==> src/hw/pia_defines.vh <==
`ifndef PIA_DEFINES_VH
`define PIA_DEFINES_VH

// ----------------------------------------
// Register indices (byte address = 4 * index)
// ----------------------------------------
`define PIA_IDX_STATUS 16'h7000
`define PIA_IDX_LMASK 16'h7004
`define PIA_IDX_PEND 16'h7006
`define PIA_IDX_L1FLAG 16'h7010
`define PIA_IDX_L1EN 16'h7012
`define PIA_IDX_SYSVEC 16'h701E
`define PIA_IDX_L2FLAG 16'h7430
`define PIA_IDX_L2EN 16'h7431
`define PIA_IDX_EVAVEC 16'h7432

// ----------------------------------------
// Field positions and reset values
// ----------------------------------------
`define PIA_GMASK_BIT 9
`define PIA_GMASK_RST 1'b1
`define PIA_LMASK_RST 6'h00
`define PIA_PHANTOM 16'h0000

// ----------------------------------------
// Source offsets, index 0 is highest priority
// ----------------------------------------
`define PIA_L1_OFFS {16'h0010, 16'h0007, 16'h0006, 16'h0005, 16'h001F, 16'h0011, 16'h0001}
`define PIA_L2_OFFS {16'h002A, 16'h0029, 16'h0028, 16'h0027, 16'h0026, 16'h0025, 16'h0024, \
	16'h0023, 16'h0022, 16'h0021, 16'h0020}

// ----------------------------------------
// Core vector locations, pending bit order: emu, nmi, lines 1..6
// ----------------------------------------
`define PIA_VEC_TABLE {16'h000C, 16'h000A, 16'h0008, 16'h0006, 16'h0004, 16'h0002, 16'h0024, 16'h0026}
`define PIA_VEC_TRAP 16'h0022

`endif

==> src/hw/pia_core_sel.v <==
`timescale 1ns/1ps
`default_nettype none

module pia_core_sel (
	input wire [7:0] pend,
	input wire [5:0] line_mask,
	input wire global_mask,
	output reg grant,
	output reg [2:0] sel
);
	reg [7:0] elig;
	integer i;

	// ----------------------------------------
	// Rank order: emulator trap, nmi, lines one..six
	// ----------------------------------------
	always @* begin
		elig = {pend[7:2] & line_mask & {6{~global_mask}}, pend[1:0]}; // [RQ8] [RQ10] [RQ11]
		grant = 1'b0;
		sel = 3'h0;
		for (i = 7; i >= 0; i = i - 1) begin
			if (elig[i]) begin // [RQ1] [RQ2]
				grant = 1'b1;
				sel = i[2:0];
			end
		end
	end
endmodule // pia_core_sel

`default_nettype wire

==> src/hw/pia_line_arb.v <==
`timescale 1ns/1ps
`default_nettype none
`include "pia_defines.vh"

module pia_line_arb #(
	parameter N = 7,
	parameter [16*N-1:0] OFFS = {16*N{1'b0}}
) (
	input wire [N-1:0] req,
	output reg valid,
	output reg [4:0] index,
	output reg [15:0] offset
);
	integer i;

	// ----------------------------------------
	// Lowest index wins
	// ----------------------------------------
	always @* begin
		valid = 1'b0;
		index = 5'h00;
		offset = `PIA_PHANTOM;
		for (i = N - 1; i >= 0; i = i - 1) begin
			if (req[i]) begin // [RQ4] [RQ6]
				valid = 1'b1;
				index = i[4:0];
				offset = OFFS[16*i +: 16];
			end
		end
	end
endmodule // pia_line_arb

`default_nettype wire

==> src/hw/pia_top.v <==
// How it works
// RQ1 - Core lines ranked 1 to 10; highest pending rank acknowledged first.
// RQ2 - Nonmaskable line rank 3, then lines one to six at ranks 4 to 9.
// RQ3 - Lines one, five, six and nonmaskable from system; two to four from events.
// RQ4 - Each maskable line gathers sources in fixed order; highest presented first.
// RQ5 - Each source has flag and enable; request sets flag regardless of enable.
// RQ6 - Only flagged and enabled sources arbitrate; the highest is forwarded.
// RQ7 - Forwarding a request on a line sets its pending-flag bit; the code sets it only when the line's request rises from none.
// RQ8 - Global mask bit 9 of status word zero: 0 permits, 1 blocks maskables.
// RQ9 - Global mask set at reset and on acknowledge except trap; software writes it.
// RQ10 - Each maskable line has a line-mask bit; unmasked only while it is 1.
// RQ11 - Maskable acknowledge needs top priority, global mask 0, line-mask bit 1.
// RQ12 - Acknowledge issues the vector call with the line's vector location.
// RQ13 - Vector-offset read returns source offset, or phantom 0000h if none.
// RQ14 - Line one pins a, b, c at 0001h, 0011h, 001Fh; register 701Eh, vector 0002h.
// RQ15 - Group A: drive-protect 0020h first through timer overflow 002Ah, register 7432h.
// RQ16 - Simple compares one to three report 0024h, 0025h, 0026h.
// RQ17 - Line one also carries serial, receive, transmit, tick at 0005h to 0010h.
// RQ18 - Trap vectors to 22h and leaves the global mask unchanged.
// RQ19 - Pending bit clears on acknowledge; source flag holds until serviced or cleared.
`timescale 1ns/1ps
`default_nettype none
`include "pia_defines.vh"

module pia_top #(
	parameter ADDR_W = 17
) (
	input wire pclk,
	input wire presetn,
	input wire psel,
	input wire penable,
	input wire pwrite,
	input wire [ADDR_W-1:0] paddr,
	input wire [31:0] pwdata,
	output reg [31:0] prdata,
	output reg pready,
	output reg pslverr,
	input wire ext_irq_a,
	input wire ext_irq_b,
	input wire ext_irq_c,
	input wire serial_peripheral_irq,
	input wire async_receive_irq,
	input wire async_transmit_irq,
	input wire realtime_tick_irq,
	input wire drive_protect_irq,
	input wire full_compare_one_irq,
	input wire full_compare_two_irq,
	input wire full_compare_three_irq,
	input wire simple_compare_one_irq,
	input wire simple_compare_two_irq,
	input wire simple_compare_three_irq,
	input wire timer_one_period_irq,
	input wire timer_one_compare_irq,
	input wire timer_one_underflow_irq,
	input wire timer_one_overflow_irq,
	input wire core_line_three,
	input wire core_line_four,
	input wire core_line_five,
	input wire core_line_six,
	input wire nmi_req,
	input wire emulator_trap_line,
	input wire trap_exec,
	output reg vector_call_instruction,
	output reg [15:0] vector_location,
	output reg [2:0] ack_line,
	output reg global_mask_bit
);
	// ----------------------------------------
	// Pin synchronisers
	// ----------------------------------------
	localparam NSYNC = 24;
	wire [NSYNC-1:0] raw_in;
	reg [NSYNC-1:0] sync1_reg;
	reg [NSYNC-1:0] sync2_reg;
	reg [7:0] hw_d_reg;

	assign raw_in = {emulator_trap_line, nmi_req, core_line_six, core_line_five, core_line_four,
		core_line_three, timer_one_overflow_irq, timer_one_underflow_irq, timer_one_compare_irq,
		timer_one_period_irq, simple_compare_three_irq, simple_compare_two_irq,
		simple_compare_one_irq, full_compare_three_irq, full_compare_two_irq,
		full_compare_one_irq, drive_protect_irq, realtime_tick_irq, async_transmit_irq,
		async_receive_irq, serial_peripheral_irq, ext_irq_c, ext_irq_b, ext_irq_a};

	always @(posedge pclk or negedge presetn) begin
		if (!presetn) begin
			sync1_reg <= {NSYNC{1'b0}};
			sync2_reg <= {NSYNC{1'b0}};
		end else begin
			sync1_reg <= raw_in;
			sync2_reg <= sync1_reg;
		end
	end

	wire [6:0] l1_src = sync2_reg[6:0];
	wire [10:0] l2_src = sync2_reg[17:7];
	wire [3:0] l3to6_src = sync2_reg[21:18];
	wire nmi_s = sync2_reg[22];
	wire emu_s = sync2_reg[23];

	// ----------------------------------------
	// Registers and state
	// ----------------------------------------
	reg [6:0] l1_flag_reg;
	reg [6:0] l1_flag_next;
	reg [6:0] l1_en_reg;
	reg [10:0] l2_flag_reg;
	reg [10:0] l2_flag_next;
	reg [10:0] l2_en_reg;
	reg [5:0] lmask_reg;
	reg [7:0] pend_reg;
	reg [7:0] pend_next;
	reg gmask_next;
	reg trap_pend_reg;
	reg [15:0] rd_idx_reg;
	reg [4:0] svc_idx_reg;
	reg svc_valid_reg;

	wire l1_valid;
	wire [4:0] l1_index;
	wire [15:0] l1_offset;
	wire l2_valid;
	wire [4:0] l2_index;
	wire [15:0] l2_offset;
	wire grant;
	wire [2:0] sel;
	wire [127:0] vec_table = `PIA_VEC_TABLE;

	pia_line_arb #(.N(7), .OFFS(`PIA_L1_OFFS)) u_line_one ( // [RQ14] [RQ17]
		.req(l1_flag_reg & l1_en_reg),
		.valid(l1_valid),
		.index(l1_index),
		.offset(l1_offset)
	);

	pia_line_arb #(.N(11), .OFFS(`PIA_L2_OFFS)) u_line_two ( // [RQ15] [RQ16]
		.req(l2_flag_reg & l2_en_reg),
		.valid(l2_valid),
		.index(l2_index),
		.offset(l2_offset)
	);

	pia_core_sel u_core_sel (
		.pend(pend_reg),
		.line_mask(lmask_reg),
		.global_mask(global_mask_bit),
		.grant(grant),
		.sel(sel)
	);

	// Bit order: emu, nmi, lines one..six; lines three to six come straight from their modules
	wire [7:0] hw_req = {l3to6_src, l2_valid, l1_valid, nmi_s, emu_s}; // [RQ3]

	// ----------------------------------------
	// APB decode
	// ----------------------------------------
	// Byte address of a register index; index bits above the bus width are dropped on purpose
	function [ADDR_W-1:0] addr_of;
		input [15:0] idx;
		begin
			addr_of = {idx[ADDR_W-3:0], 2'b00};
		end
	endfunction

	wire [ADDR_W-1:0] a_status = addr_of(`PIA_IDX_STATUS);
	wire [ADDR_W-1:0] a_lmask = addr_of(`PIA_IDX_LMASK);
	wire [ADDR_W-1:0] a_pend = addr_of(`PIA_IDX_PEND);
	wire [ADDR_W-1:0] a_l1flag = addr_of(`PIA_IDX_L1FLAG);
	wire [ADDR_W-1:0] a_l1en = addr_of(`PIA_IDX_L1EN);
	wire [ADDR_W-1:0] a_sysvec = addr_of(`PIA_IDX_SYSVEC);
	wire [ADDR_W-1:0] a_l2flag = addr_of(`PIA_IDX_L2FLAG);
	wire [ADDR_W-1:0] a_l2en = addr_of(`PIA_IDX_L2EN);
	wire [ADDR_W-1:0] a_evavec = addr_of(`PIA_IDX_EVAVEC);

	wire setup = psel & ~penable;
	wire access = psel & penable & pready;
	wire wr = access & pwrite;
	wire rd_vec = access & ~pwrite & svc_valid_reg;
	wire hit_sysvec = (paddr == a_sysvec);
	wire hit_evavec = (paddr == a_evavec);
	reg [31:0] rdata;
	reg mapped;

	always @* begin
		mapped = 1'b1;
		rdata = 32'h00000000;
		case (paddr)
			a_status: rdata[`PIA_GMASK_BIT] = global_mask_bit;
			a_lmask: rdata[5:0] = lmask_reg;
			a_pend: rdata[7:0] = pend_reg;
			a_l1flag: rdata[6:0] = l1_flag_reg;
			a_l1en: rdata[6:0] = l1_en_reg;
			a_l2flag: rdata[10:0] = l2_flag_reg;
			a_l2en: rdata[10:0] = l2_en_reg;
			a_sysvec: rdata[15:0] = l1_offset; // [RQ13] [RQ14]
			a_evavec: rdata[15:0] = l2_offset; // [RQ13] [RQ15]
			default: mapped = 1'b0;
		endcase
	end

	// Data is captured in setup, so pready and prdata both come from flops with one wait-free access
	always @(posedge pclk or negedge presetn) begin
		if (!presetn) begin
			prdata <= 32'h00000000;
			pready <= 1'b0;
			pslverr <= 1'b0;
			rd_idx_reg <= 16'h0000;
			svc_idx_reg <= 5'h00;
			svc_valid_reg <= 1'b0;
		end else begin
			pready <= setup;
			pslverr <= setup & ~mapped;
			svc_valid_reg <= 1'b0;
			if (setup) begin
				prdata <= pwrite ? 32'h00000000 : rdata;
				rd_idx_reg <= {{(18-ADDR_W){1'b0}}, paddr[ADDR_W-1:2]};
				svc_valid_reg <= ~pwrite & ((hit_sysvec & l1_valid) | (hit_evavec & l2_valid));
				svc_idx_reg <= hit_sysvec ? l1_index : l2_index;
			end
		end
	end

	// ----------------------------------------
	// Source flags
	// ----------------------------------------
	// Clears from a write or a vector read lose to a request in the same cycle
	always @* begin
		l1_flag_next = l1_flag_reg;
		l2_flag_next = l2_flag_reg;
		if (wr && rd_idx_reg == `PIA_IDX_L1FLAG)
			l1_flag_next = l1_flag_next & ~pwdata[6:0];
		if (wr && rd_idx_reg == `PIA_IDX_L2FLAG)
			l2_flag_next = l2_flag_next & ~pwdata[10:0];
		if (rd_vec && rd_idx_reg == `PIA_IDX_SYSVEC)
			l1_flag_next[svc_idx_reg[2:0]] = 1'b0; // [RQ19]
		if (rd_vec && rd_idx_reg == `PIA_IDX_EVAVEC)
			l2_flag_next[svc_idx_reg[3:0]] = 1'b0; // [RQ19]
		l1_flag_next = l1_flag_next | l1_src; // [RQ5]
		l2_flag_next = l2_flag_next | l2_src; // [RQ5]
	end

	always @(posedge pclk or negedge presetn) begin
		if (!presetn) begin
			l1_flag_reg <= 7'h00;
			l2_flag_reg <= 11'h000;
			l1_en_reg <= 7'h00;
			l2_en_reg <= 11'h000;
			lmask_reg <= `PIA_LMASK_RST;
		end else begin
			l1_flag_reg <= l1_flag_next;
			l2_flag_reg <= l2_flag_next;
			if (wr && rd_idx_reg == `PIA_IDX_L1EN)
				l1_en_reg <= pwdata[6:0];
			if (wr && rd_idx_reg == `PIA_IDX_L2EN)
				l2_en_reg <= pwdata[10:0];
			if (wr && rd_idx_reg == `PIA_IDX_LMASK)
				lmask_reg <= pwdata[5:0]; // [RQ10]
		end
	end

	// ----------------------------------------
	// Pending flags, global mask and acknowledge
	// ----------------------------------------
	wire [7:0] ack_clr = grant ? (8'h01 << sel) : 8'h00;
	wire [7:0] req_rise = hw_req & ~hw_d_reg;

	always @* begin
		pend_next = (pend_reg & ~ack_clr) | req_rise; // [RQ7] [RQ19]
		if (wr && rd_idx_reg == `PIA_IDX_PEND)
			pend_next = (pend_reg & ~pwdata[7:0] & ~ack_clr) | req_rise;
		gmask_next = global_mask_bit;
		if (wr && rd_idx_reg == `PIA_IDX_STATUS)
			gmask_next = pwdata[`PIA_GMASK_BIT]; // [RQ9]
		if (grant)
			gmask_next = 1'b1; // [RQ9]
	end

	always @(posedge pclk or negedge presetn) begin
		if (!presetn) begin
			hw_d_reg <= 8'h00;
			pend_reg <= 8'h00;
			global_mask_bit <= `PIA_GMASK_RST; // [RQ9]
			trap_pend_reg <= 1'b0;
			vector_call_instruction <= 1'b0;
			vector_location <= 16'h0000;
			ack_line <= 3'h0;
		end else begin
			hw_d_reg <= hw_req;
			pend_reg <= pend_next;
			global_mask_bit <= gmask_next; // [RQ8]
			vector_call_instruction <= grant | trap_pend_reg | trap_exec; // [RQ12]
			if (grant) begin
				vector_location <= vec_table[16*sel +: 16]; // [RQ12] [RQ14]
				ack_line <= sel;
				trap_pend_reg <= trap_pend_reg | trap_exec;
			end else if (trap_pend_reg | trap_exec) begin
				// Trap waits behind hardware lines and never touches the mask
				vector_location <= `PIA_VEC_TRAP; // [RQ18]
				ack_line <= 3'h0;
				trap_pend_reg <= 1'b0;
			end
		end
	end
endmodule // pia_top

`default_nettype wire
==> config.mk <==
export PLATFORM = sky130hd
export DESIGN_NAME = pia_top
export DESIGN_NICKNAME = d
export VERILOG_FILES = /design/src/hw/pia_core_sel.v /design/src/hw/pia_line_arb.v /design/src/hw/pia_top.v
export VERILOG_INCLUDE_DIRS = /design/src /design/src/hw
export SDC_FILE = /design/constraint.sdc
export NUM_CORES = 1
export LEC_CHECK = 0
export BUFFER_PORTS_ARGS = -buffer_cell sky130_fd_sc_hd__clkbuf_2
export CORE_ASPECT_RATIO = 1.4
export CORE_MARGIN = 8
export CORE_UTILIZATION = 35
export CTS_CLUSTER_DIAMETER = 50
export CTS_CLUSTER_SIZE = 12
export DETAILED_ROUTE_END_ITERATION = 12
export MAX_ROUTING_LAYER = met4
export PLACE_DENSITY_LB_ADDON = 0.05
export SLEW_MARGIN = 20
export SYNTH_ARGS = -nofsm -noshare
export SYNTH_HDL_FRONTEND = slang
export SYNTH_SLANG_ARGS = --single-unit
==> constraint.sdc <==
create_clock -name pclk -period 2.8 [get_ports pclk]
set_input_delay 0 -clock pclk [delete_from_list [all_inputs] [get_ports pclk]]
set_output_delay 0 -clock pclk [all_outputs]
set_load 0.05 [all_outputs]
; ---- After elaboration in Yosys (flattened, before gate mapping)
; Index checks and enable logic that the tools add are counted.
[op_classes]
reduce_logical = 13
n_shift = 2
eq_ne = 18
muxes = 163
n_lt_le_gt_ge = 4
bitwise = 41
[op_table]
columns = operator, n
row1 = "== test 17 bit, second input constant", 9
row2 = "== test 15 bit, second input constant", 9
row3 = "variable part select 128 x 8 -> 16 bit, first input constant", 1
row4 = 2-to-1 mux 6 bit, 20
row5 = 2-to-1 mux 1 bit, 87
row6 = 2-to-1 mux 5 bit, 16
row7 = 2-to-1 mux 3 bit, 17
row8 = 2-to-1 mux 16 bit, 3
row9 = 2-to-1 mux 4 bit, 12
row10 = bitwise AND 11 bit, 3
row11 = bitwise AND 8 bit, 4
row12 = inverter 8 bit, 3
row13 = 2-to-1 mux 11 bit, 2
row14 = inverter 11 bit, 2
row15 = bitwise AND 7 bit, 3
row16 = 2-to-1 mux 8 bit, 2
row17 = bitwise OR 8 bit, 2
row18 = 2-to-1 mux 7 bit, 2
row19 = inverter 7 bit, 2
row20 = bitwise AND 6 bit, 2
row21 = logical AND 1 bit, 11
row22 = bitwise OR 11 bit, 1
row23 = bitwise AND 1 bit, 10
row24 = "<< shifter 1 x 3 -> 8 bit, first input constant", 1
row25 = other kinds (10), 17
[totals]
wordCells = 261
output_inout_bits = 55
input_bits = 79
reg_bits = 182

; ---- Logic depth before layout (Yosys ltp)
; Gate-level depths: netlist of the first run.
[logic_depth]
word_depth = 22
ltp_mapped = 9
depth_no_buf = 9

; ---- By module
; Synthesis of the first run repeated with hierarchy kept, for this count alone.
[unflattened]
hier_cells = 752
hier_area_um2 = 7851.3
[by_module_without_submodules]
columns = mod, seq_area_each_um2, cells_each, instances, area_per_inst_um2
row1 = pia_top, 3854.9, 659, 1, 7253.2
row2 = pia_line_arb at u_line_two, 0.0, 37, 1, 244.0
row3 = pia_line_arb at u_line_one, 0.0, 35, 1, 219.0
row4 = pia_core_sel, 0.0, 21, 1, 135.1

; ---- Worst setup path before layout of the first run
; Ideal clock, no wire load.
[synth_timing]
path_kind = reg-to-reg
from = register rd_idx_reg[7]
to = register l2_en_reg[1]
setup_ps = 125
n_path_buf = 1
t_arrival_ps = 2198
setup_slack_ps = 477
period_less_slack_ps = 2323
required_ps = 2675
stages_incl_launch_ff = 6
cell_sequence = dfrtp_1 > or4_4 > or4_4 > nor4_4 > buf_6 > mux2_2
[synth_via]
elab_chain_len = 2
[synth_lines]
columns = element, line
row1 = start: declaration, pia_top.v:114  ; reg [15:0] rd_idx_reg;
row2 = start signal: assignment, pia_top.v:215  ; rd_idx_reg <= {{(18-ADDR_W){1'b0}}, paddr[ADDR_W-1:2]};
row3 = == test 15 bit (no source line), -
row4 = logical AND 1 bit (no source line), -
row5 = end signal: assignment, pia_top.v:254  ; l2_en_reg <= pwdata[10:0];
row6 = end: declaration, pia_top.v:108  ; reg [10:0] l2_en_reg;
; Every way passes these cells.
; A chain may end at the register's enable or synchronous reset.

; ---- Final worst setup path of the first run
[layout_timing]
from = input paddr[4]
to = register prdata[2]
[layout_via]
elab_chain_len = 11
word_cells_on_any_way = 19
cone_classes = 9 x eq/ne / 10 x mux
[layout_lines]
columns = element, line
row1 = start: declaration, pia_top.v:33  ; input wire [ADDR_W-1:0] paddr,
row2 = == test 17 bit, pia_top.v:186  ; case (paddr)
row3 = 2-to-1 mux 6 bit (8 in a row), pia_top.v:186
row4 = 2-to-1 mux 6 bit *, pia_top.v:186
row5 = 2-to-1 mux 16 bit *, pia_top.v:214  ; prdata <= pwrite ? 32'h00000000 : rdata;
row6 = end signal: assignment, pia_top.v:214
row7 = end: declaration, pia_top.v:35  ; output reg [31:0] prdata,
; Mark *: on every way between the ends. The rest lies on a longest branch, timed or not.

==> run metrics, run 1 <==
leakage=~3.8 nW; initial antenna violation count=0; row cnt=60; mux contribution to synthesized area=under 10%; vias per cell=~5.1; main combinational cell family by area after synthesis=simple AND/OR/NAND/NOR gates; crit path launch type=input pin; GRT Total Usage=between 10% and 20%; maximum capacitance violations=0; global route overflow=0; antenna-violating nets left=0; slew margin rel.=52.64%; HP Start=pwdata[5]; post-synthesis xor/xnor area fraction=0%; Post-Place Cells=~960; Antenna diodes=0; Worst-Margin Slew=around 710 ps; Final min period=~2600 ps; main flop type after synthesis=dfrtp_1; clock slew at the register clock pins of the worst setup and hold paths=around 70 ps; cts bufs inserted=17; most frequent cells in the layout=dfrtp_1, nand2_1, clkbuf_2, dlygate4sd3_1, conb_1; H-tree levels=4; worst-path fanout max=11; outcome=finished, final reports clean; Compound-Gate Fraction of Synth Area=approximately 15%; Total Wirelength=20.62 mm; Required @ worst endpoint=3110 ps; vias in the first global route=~5600; core area=between 0.015 and 0.02 mm2; Clk Latency, worst-skew pair=about 430 ps; adder-cell area share of the yosys netlist=about 1.1%; Area Growth Syn to Fin=27.41%; final net count=approximately 860; PwrDens=606.2 mW/mm2; WHS Path Cells=2; fin crit share=roughly 94%; chip height=between 150 and 200 um; first-pass GRT wire length=between 30 and 40 mm; Fin Clk Skew=between 8 and 9 ps; RSZ-0062 raised after global routing=no; r2r setup slk=roughly 290 ps; Die Area=around 0.024 mm2; Post-Syn Area=0.006674 mm2; Setup-failing EPs final=0; HPWL Detailed=around 16 mm; FMAX=381.3 MHz; Seq/Total Area, Yosys=a little under three fifths; final std cells w/o fill=just over 1000; Final Hold Vio Count=0; IO Port Bufs=between 70 and 80; Initial Util=a little over a third; worst vdd ir=approximately 0.36 mV; clk buf depth=2; Post-CTS Setup Inserts=0; commonest non-fill, non-tap cell in the layout=dfrtp_1; Tightest Hold Check Type=input pin to flop; ys async rst share=100.0%; crit path capture type=flop; Yosys reg bits=approximately 150; CTS resizes=0; EDFF count, synth=0; Avg Cell Area, Syn=10.80 um2; GP Congestion=roughly 0.87; WL per Instance=19.86 um; CTS tree=built; Critical R2R Launch=rd_idx_reg[7]; DRT Pass-1 Iters=5; fraction of the mapped netlist area in simple logic gates=roughly 17%; clk sinks=~150; final setup TNS=0 ps; synth warn=0; DRC=0; pin count of the biggest net entering global routing=80; library cells used by synthesis=between 70 and 80; fraction of layout cells with a size suffix above 1=23.54%; WHS Endpoint=l2_en_reg[5]; vias=5282; DRT iter0 DRCs=between 300 and 400; die width=132.7 um; Slew Viols, Final=0; Synth Instances=roughly 620; critical path data arrival time=just under 3000 ps; RR Endpoint=l2_flag_reg[4]; CTS root buffer=clkbuf_16; R2R depth=6; CP Class=input pin to flop; # IOs=134
-- report_power, final --
| group | leakage [nW] | switching, mW | internal, mW | total (mW) |
|---|---|---|---|---|
| Combinational | 1.80 | 0.356 | 0.151 | 0.507 |
| Sequential | 1.75 | 0.0634 | 2.25 | 2.31 |
| Clock | 0.297 | 1.05 | 1.28 | 2.34 |
| Total | 3.85 | 1.47 | 3.68 | 5.15 |
-- timing repair --
item,4_1_cts,5_1_grt
hold endpoints to repair,136,0
setup endpoints to repair,0,0
hold buffers,49,0
-- critical path, cell delays in order --
cell and delay [ps]:
dlygate4sd3_1 520, clkbuf_2 260, and4b_1 230, and4bb_2 280
and2_1 240, buf_4 190, a22o_1 260, o41ai_1 660
buf_4 210, a31oi_1 80
-- per-layer routing --
metal  wire length (um)  vias up  global-route usage [%]
met2              10480      185                   32.22
met3                926       28                   3.348
met1               8642     2610                   21.24
met5                  0        -                       -
li1                   -     2459                       -
met4                569        0                   7.499
-- metrics by stage --
stage	setup slack (ps)	hold slack, ps	instance area (um2)	total power, mW	utilization, %
global placement	290.9	71.03	7405	2.800	38.99
CTS	195.3	4.960	8503	5.236	44.77
global route	185.6	16.91	8503	5.372	44.77
floorplan	477.1	-295.6	6794	2.646	-
detailed placement	279.3	82.89	7405	2.808	38.99
finish	177.6	8.369	8503	5.155	44.77
-- cells in the mapped netlist (4+ instances only) --
master,instances,share of area [%]
a211oi_1,6,0.67
a21oi_1,16,1.2
a32o_1,7,1.0
a21o_1,13,1.5
o31ai_1,6,0.67
a31oi_1,6,0.56
a22oi_1,16,1.8
and2_1,5,0.47
nand3_1,13,0.97
inv_1,24,1.3
mux2_2,23,3.9
mux2i_1,5,0.75
a22o_1,5,0.66
nor2b_1,4,0.37
clkbuf_1,10,0.56
nand2b_1,5,0.47
nor3_1,12,0.90
ha_1,6,1.1
a31o_2,6,0.79
nor4_1,6,0.56
nand2_1,122,6.9
dfrtp_1,148,55
nor2_1,25,1.4
nand4_1,4,0.37
o21ai_0,21,1.6
a211o_1,5,0.66
buf_4,33,3.7
-- worst max-delay path by stage --
stage / startpoint / to / slack [ps] / depth (start not counted)
after global placement: paddr[4] / prdata[2] / 290 / 9
after detailed placement: paddr[4] / prdata[2] / 280 / 9
final: paddr[4] / prdata[2] / 180 / 10
after global routing: paddr[4] / prdata[2] / 190 / 10
after floorplan: rd_idx_reg[7] / l2_en_reg[1] / 480 / 5
after CTS: paddr[4] / prdata[2] / 200 / 10
-- cell type report --
type	instances	area (um2)
clock buffers	17	425.4
clock inverters	15	182.7
fillers	1838	10490
inverters	25	93.84
multi-input cells	429	2654
flip-flops and latches	149	3730
well taps	248	310.3
repair buffers	155	1107
-- kinds of logic after synthesis --
group / after synthesis
AND/OR/NAND/NOR: 228
flip-flops: 149
AO/OA/AOI/OAI: 134
buffers and inverters: 72
multiplexers: 28
adder cells (fa/ha/maj): 6
other: 1
Power figures use the tool's default switching activity.
==> inputs of run 2 (changes only) <==
--- a/config.mk
+++ b/config.mk
@@ -9,7 +9,8 @@
 export BUFFER_PORTS_ARGS = -buffer_cell sky130_fd_sc_hd__clkbuf_2
 export CORE_ASPECT_RATIO = 1.4
 export CORE_MARGIN = 8
-export CORE_UTILIZATION = 35
+export CORE_UTILIZATION = 45
+export CTS_BUF_LIST = sky130_fd_sc_hd__clkbuf_2
 export CTS_CLUSTER_DIAMETER = 50
 export CTS_CLUSTER_SIZE = 12
 export DETAILED_ROUTE_END_ITERATION = 12
==> constraint.sdc (replaced) <==
create_clock -name pclk -period 2.34 [get_ports pclk]
set_input_delay 0 -clock pclk [delete_from_list [all_inputs] [get_ports pclk]]
set_output_delay 0 -clock pclk [all_outputs]
set_load 0.05 [all_outputs]
==> run metrics, run 2 (synthesized netlist as in run 1, its figures left out) <==
Tightest Hold Check Type=input pin to flop; DR WL met2=10.49 mm (about the same); slowest cell on the critical path=or4_4; vias=5798 (+9.8%); pre-CTS worst setup slack=-118.3 ps (-397.6 ps); outcome=complete, but fails checks; Final min period=2407 ps; commonest non-fill, non-tap cell in the layout=dfrtp_1; CP Class=flop to flop; die width=118.9 um (-10%); RR Endpoint=l2_flag_reg[10]; R2R depth=6 (unchanged); clk buf depth=2 (unchanged); max layer used=met4; final net count=958 (+11%); FILL cells=1223 (-33%); failing checks=setup timing; IO Port Bufs=79 (unchanged); vias per cell=5.388 (+5.9%); H-tree levels=4 (unchanged); worst vdd ir=0.4550 mV (+28%); post-route cell area=0.009046 mm2 (+6.4%); most frequent cells in the layout=dfrtp_1, dlygate4sd3_1, nand2_1, clkbuf_2, buf_4; Final Hold Vio Count=0 (unchanged); worst setup margin=-67.25 ps (-244.9 ps); HP Start=pwdata[8]; antenna-violating nets left=0 (unchanged); HPWL Detailed=15.28 mm (-2.9%); CTS tree=built; leakage=4.109 nW (+6.9%); chip height=160.1 um (-11%); core area=0.01451 mm2 (-24%); Critical R2R Launch=rd_idx_reg[7]; Total Wirelength=21.11 mm (+2.4%); crit path capture type=flop; metal3 WL=997 um (+7.7%); worst-path fanout max=3 (-8); met1 WL=8.605 mm (-0.43%); r2r setup slk=-70 ps (-360 ps); first-pass GRT wire length=33.67 mm (+2.6%); CP dominant cell by count=or4_4; DRT Pass-1 Iters=6 (+1); vias in the first global route=6110 (+9.8%); RSZ-0062 raised after global routing=yes; Initial Util=46.00% (+11 points); GP Congestion=0.9431 (+8.8%); initial antenna violation count=1 (+1); slowest stage delay, CP=540 ps (-120 ps); critical path data arrival time=3050 ps (+120 ps); GRT Total Usage=23.47% (+4.8 points); slew margin rel.=63.35% (+11 points); Required @ worst endpoint=2990 ps (-120 ps); crit path launch type=flop; Fin Clk Skew=43.05 ps (+34.75 ps); # IOs=134 (unchanged); global route overflow=0 (unchanged); clock slew at the register clock pins of the worst setup and hold paths=260 ps (+190 ps); WHS Endpoint=l2_flag_reg[8]; Area Growth Syn to Fin=35.55%; DRC=0 (unchanged); fin crit share=102.9%; WL per Instance=19.62 um (-1.2%); Worst-Margin Slew=549.8 ps (-160.7 ps); FMAX=approximately 420 MHz; WHS Path Cells=4 (+2); Die Area=0.01904 mm2 (-20%); Clk Latency, worst-skew pair=740 ps (+310 ps); row cnt=52 (-13%); CTS root buffer=clkbuf_2; DRT iter0 DRCs=339 (-3.1%); cts bufs inserted=17 (unchanged); PwrDens=553.2 mW/mm2 (-8.7%); fraction of layout cells with a size suffix above 1=23.81% (+0.27 points); Slew Viols, Final=0 (unchanged); crit-path cells=or4_4 > or4_4 > nand3b_4 > nor3b_4 > nand2_1 > a31o_2; clk sinks=149 (unchanged); maximum capacitance violations=0 (unchanged); pin count of the biggest net entering global routing=59 (-26%); Setup-failing EPs final=16 (+16); placed cell area=0.007458 mm2 (+0.73%)
==> run 2: what timing repair did <==
item / in CTS / in global routing
pin swaps: 8 / 5
setup endpoints to repair: 25 / 29
setup buffers: 1 / 2
gates resized for setup: 10 / 6
hold endpoints to repair: 265 / 19
hold buffers: 124 / 1
==> run 2: per-stage QoR <==
stage               hold WS [ps]  cells  TNS [ps]  total power [mW]  util [%]
CTS                        33.28   1072     -1435             5.059     62.04
detailed placement        -139.0    915     -1386             3.375     51.41
global placement          -143.6    915    -502.8             3.361     51.41
finish                     109.7   1076    -428.4             5.005     62.35
global route               60.81   1076     -1337             5.243     62.35
floorplan                 -295.6    650         0             3.166         -
==> run 2: cell type report <==
type | count | area (um2) | share of cell area, %
repair buffers | 251 | 2021 | 22.34
diodes | 1 | 2.502 | 0.02766
clock buffers | 17 | 85.08 | 0.9405
multi-input cells | 429 | 2718 | 30.04
inverters | 25 | 93.84 | 1.037
flip-flops and latches | 149 | 3730 | 41.23
well taps | 189 | 236.5 | 2.614
clock inverters | 15 | 160.2 | 1.770
==> run 2: power breakdown <==
group | internal (mW) | switching (mW)
Clock | 0.432 | 1.05
Sequential | 2.69 | 0.0704
Combinational | 0.293 | 0.468
==> run 2: worst max path at each step <==
stage                             start         endpoint  slack, ps  cells past startpoint
after floorplan           rd_idx_reg[7]     l2_en_reg[1]         20                      5
after global placement         paddr[5]        prdata[4]        -90                      8
after detailed placement       paddr[5]        prdata[4]       -120                      8
after CTS                 rd_idx_reg[7]     l2_en_reg[2]       -110                      5
after global routing      rd_idx_reg[7]  l2_flag_reg[10]       -110                      6
final                     rd_idx_reg[7]  l2_flag_reg[10]        -70                      6
==> run 2: per-layer routing <==
metal  GRT usage [%]  up-vias
met5               -        -
met4           14.02        0
met3           4.799       61
met2           37.44      193
met1           26.81     2880
li1                -     2664
==> run 2: critical path: cells and delay by family, from the launching register on <==
kind             cells  cell delay (ps)
AO/OA/AOI/OAI        1              250
AND/OR/NAND/NOR      5             1610
flip-flops           1              440
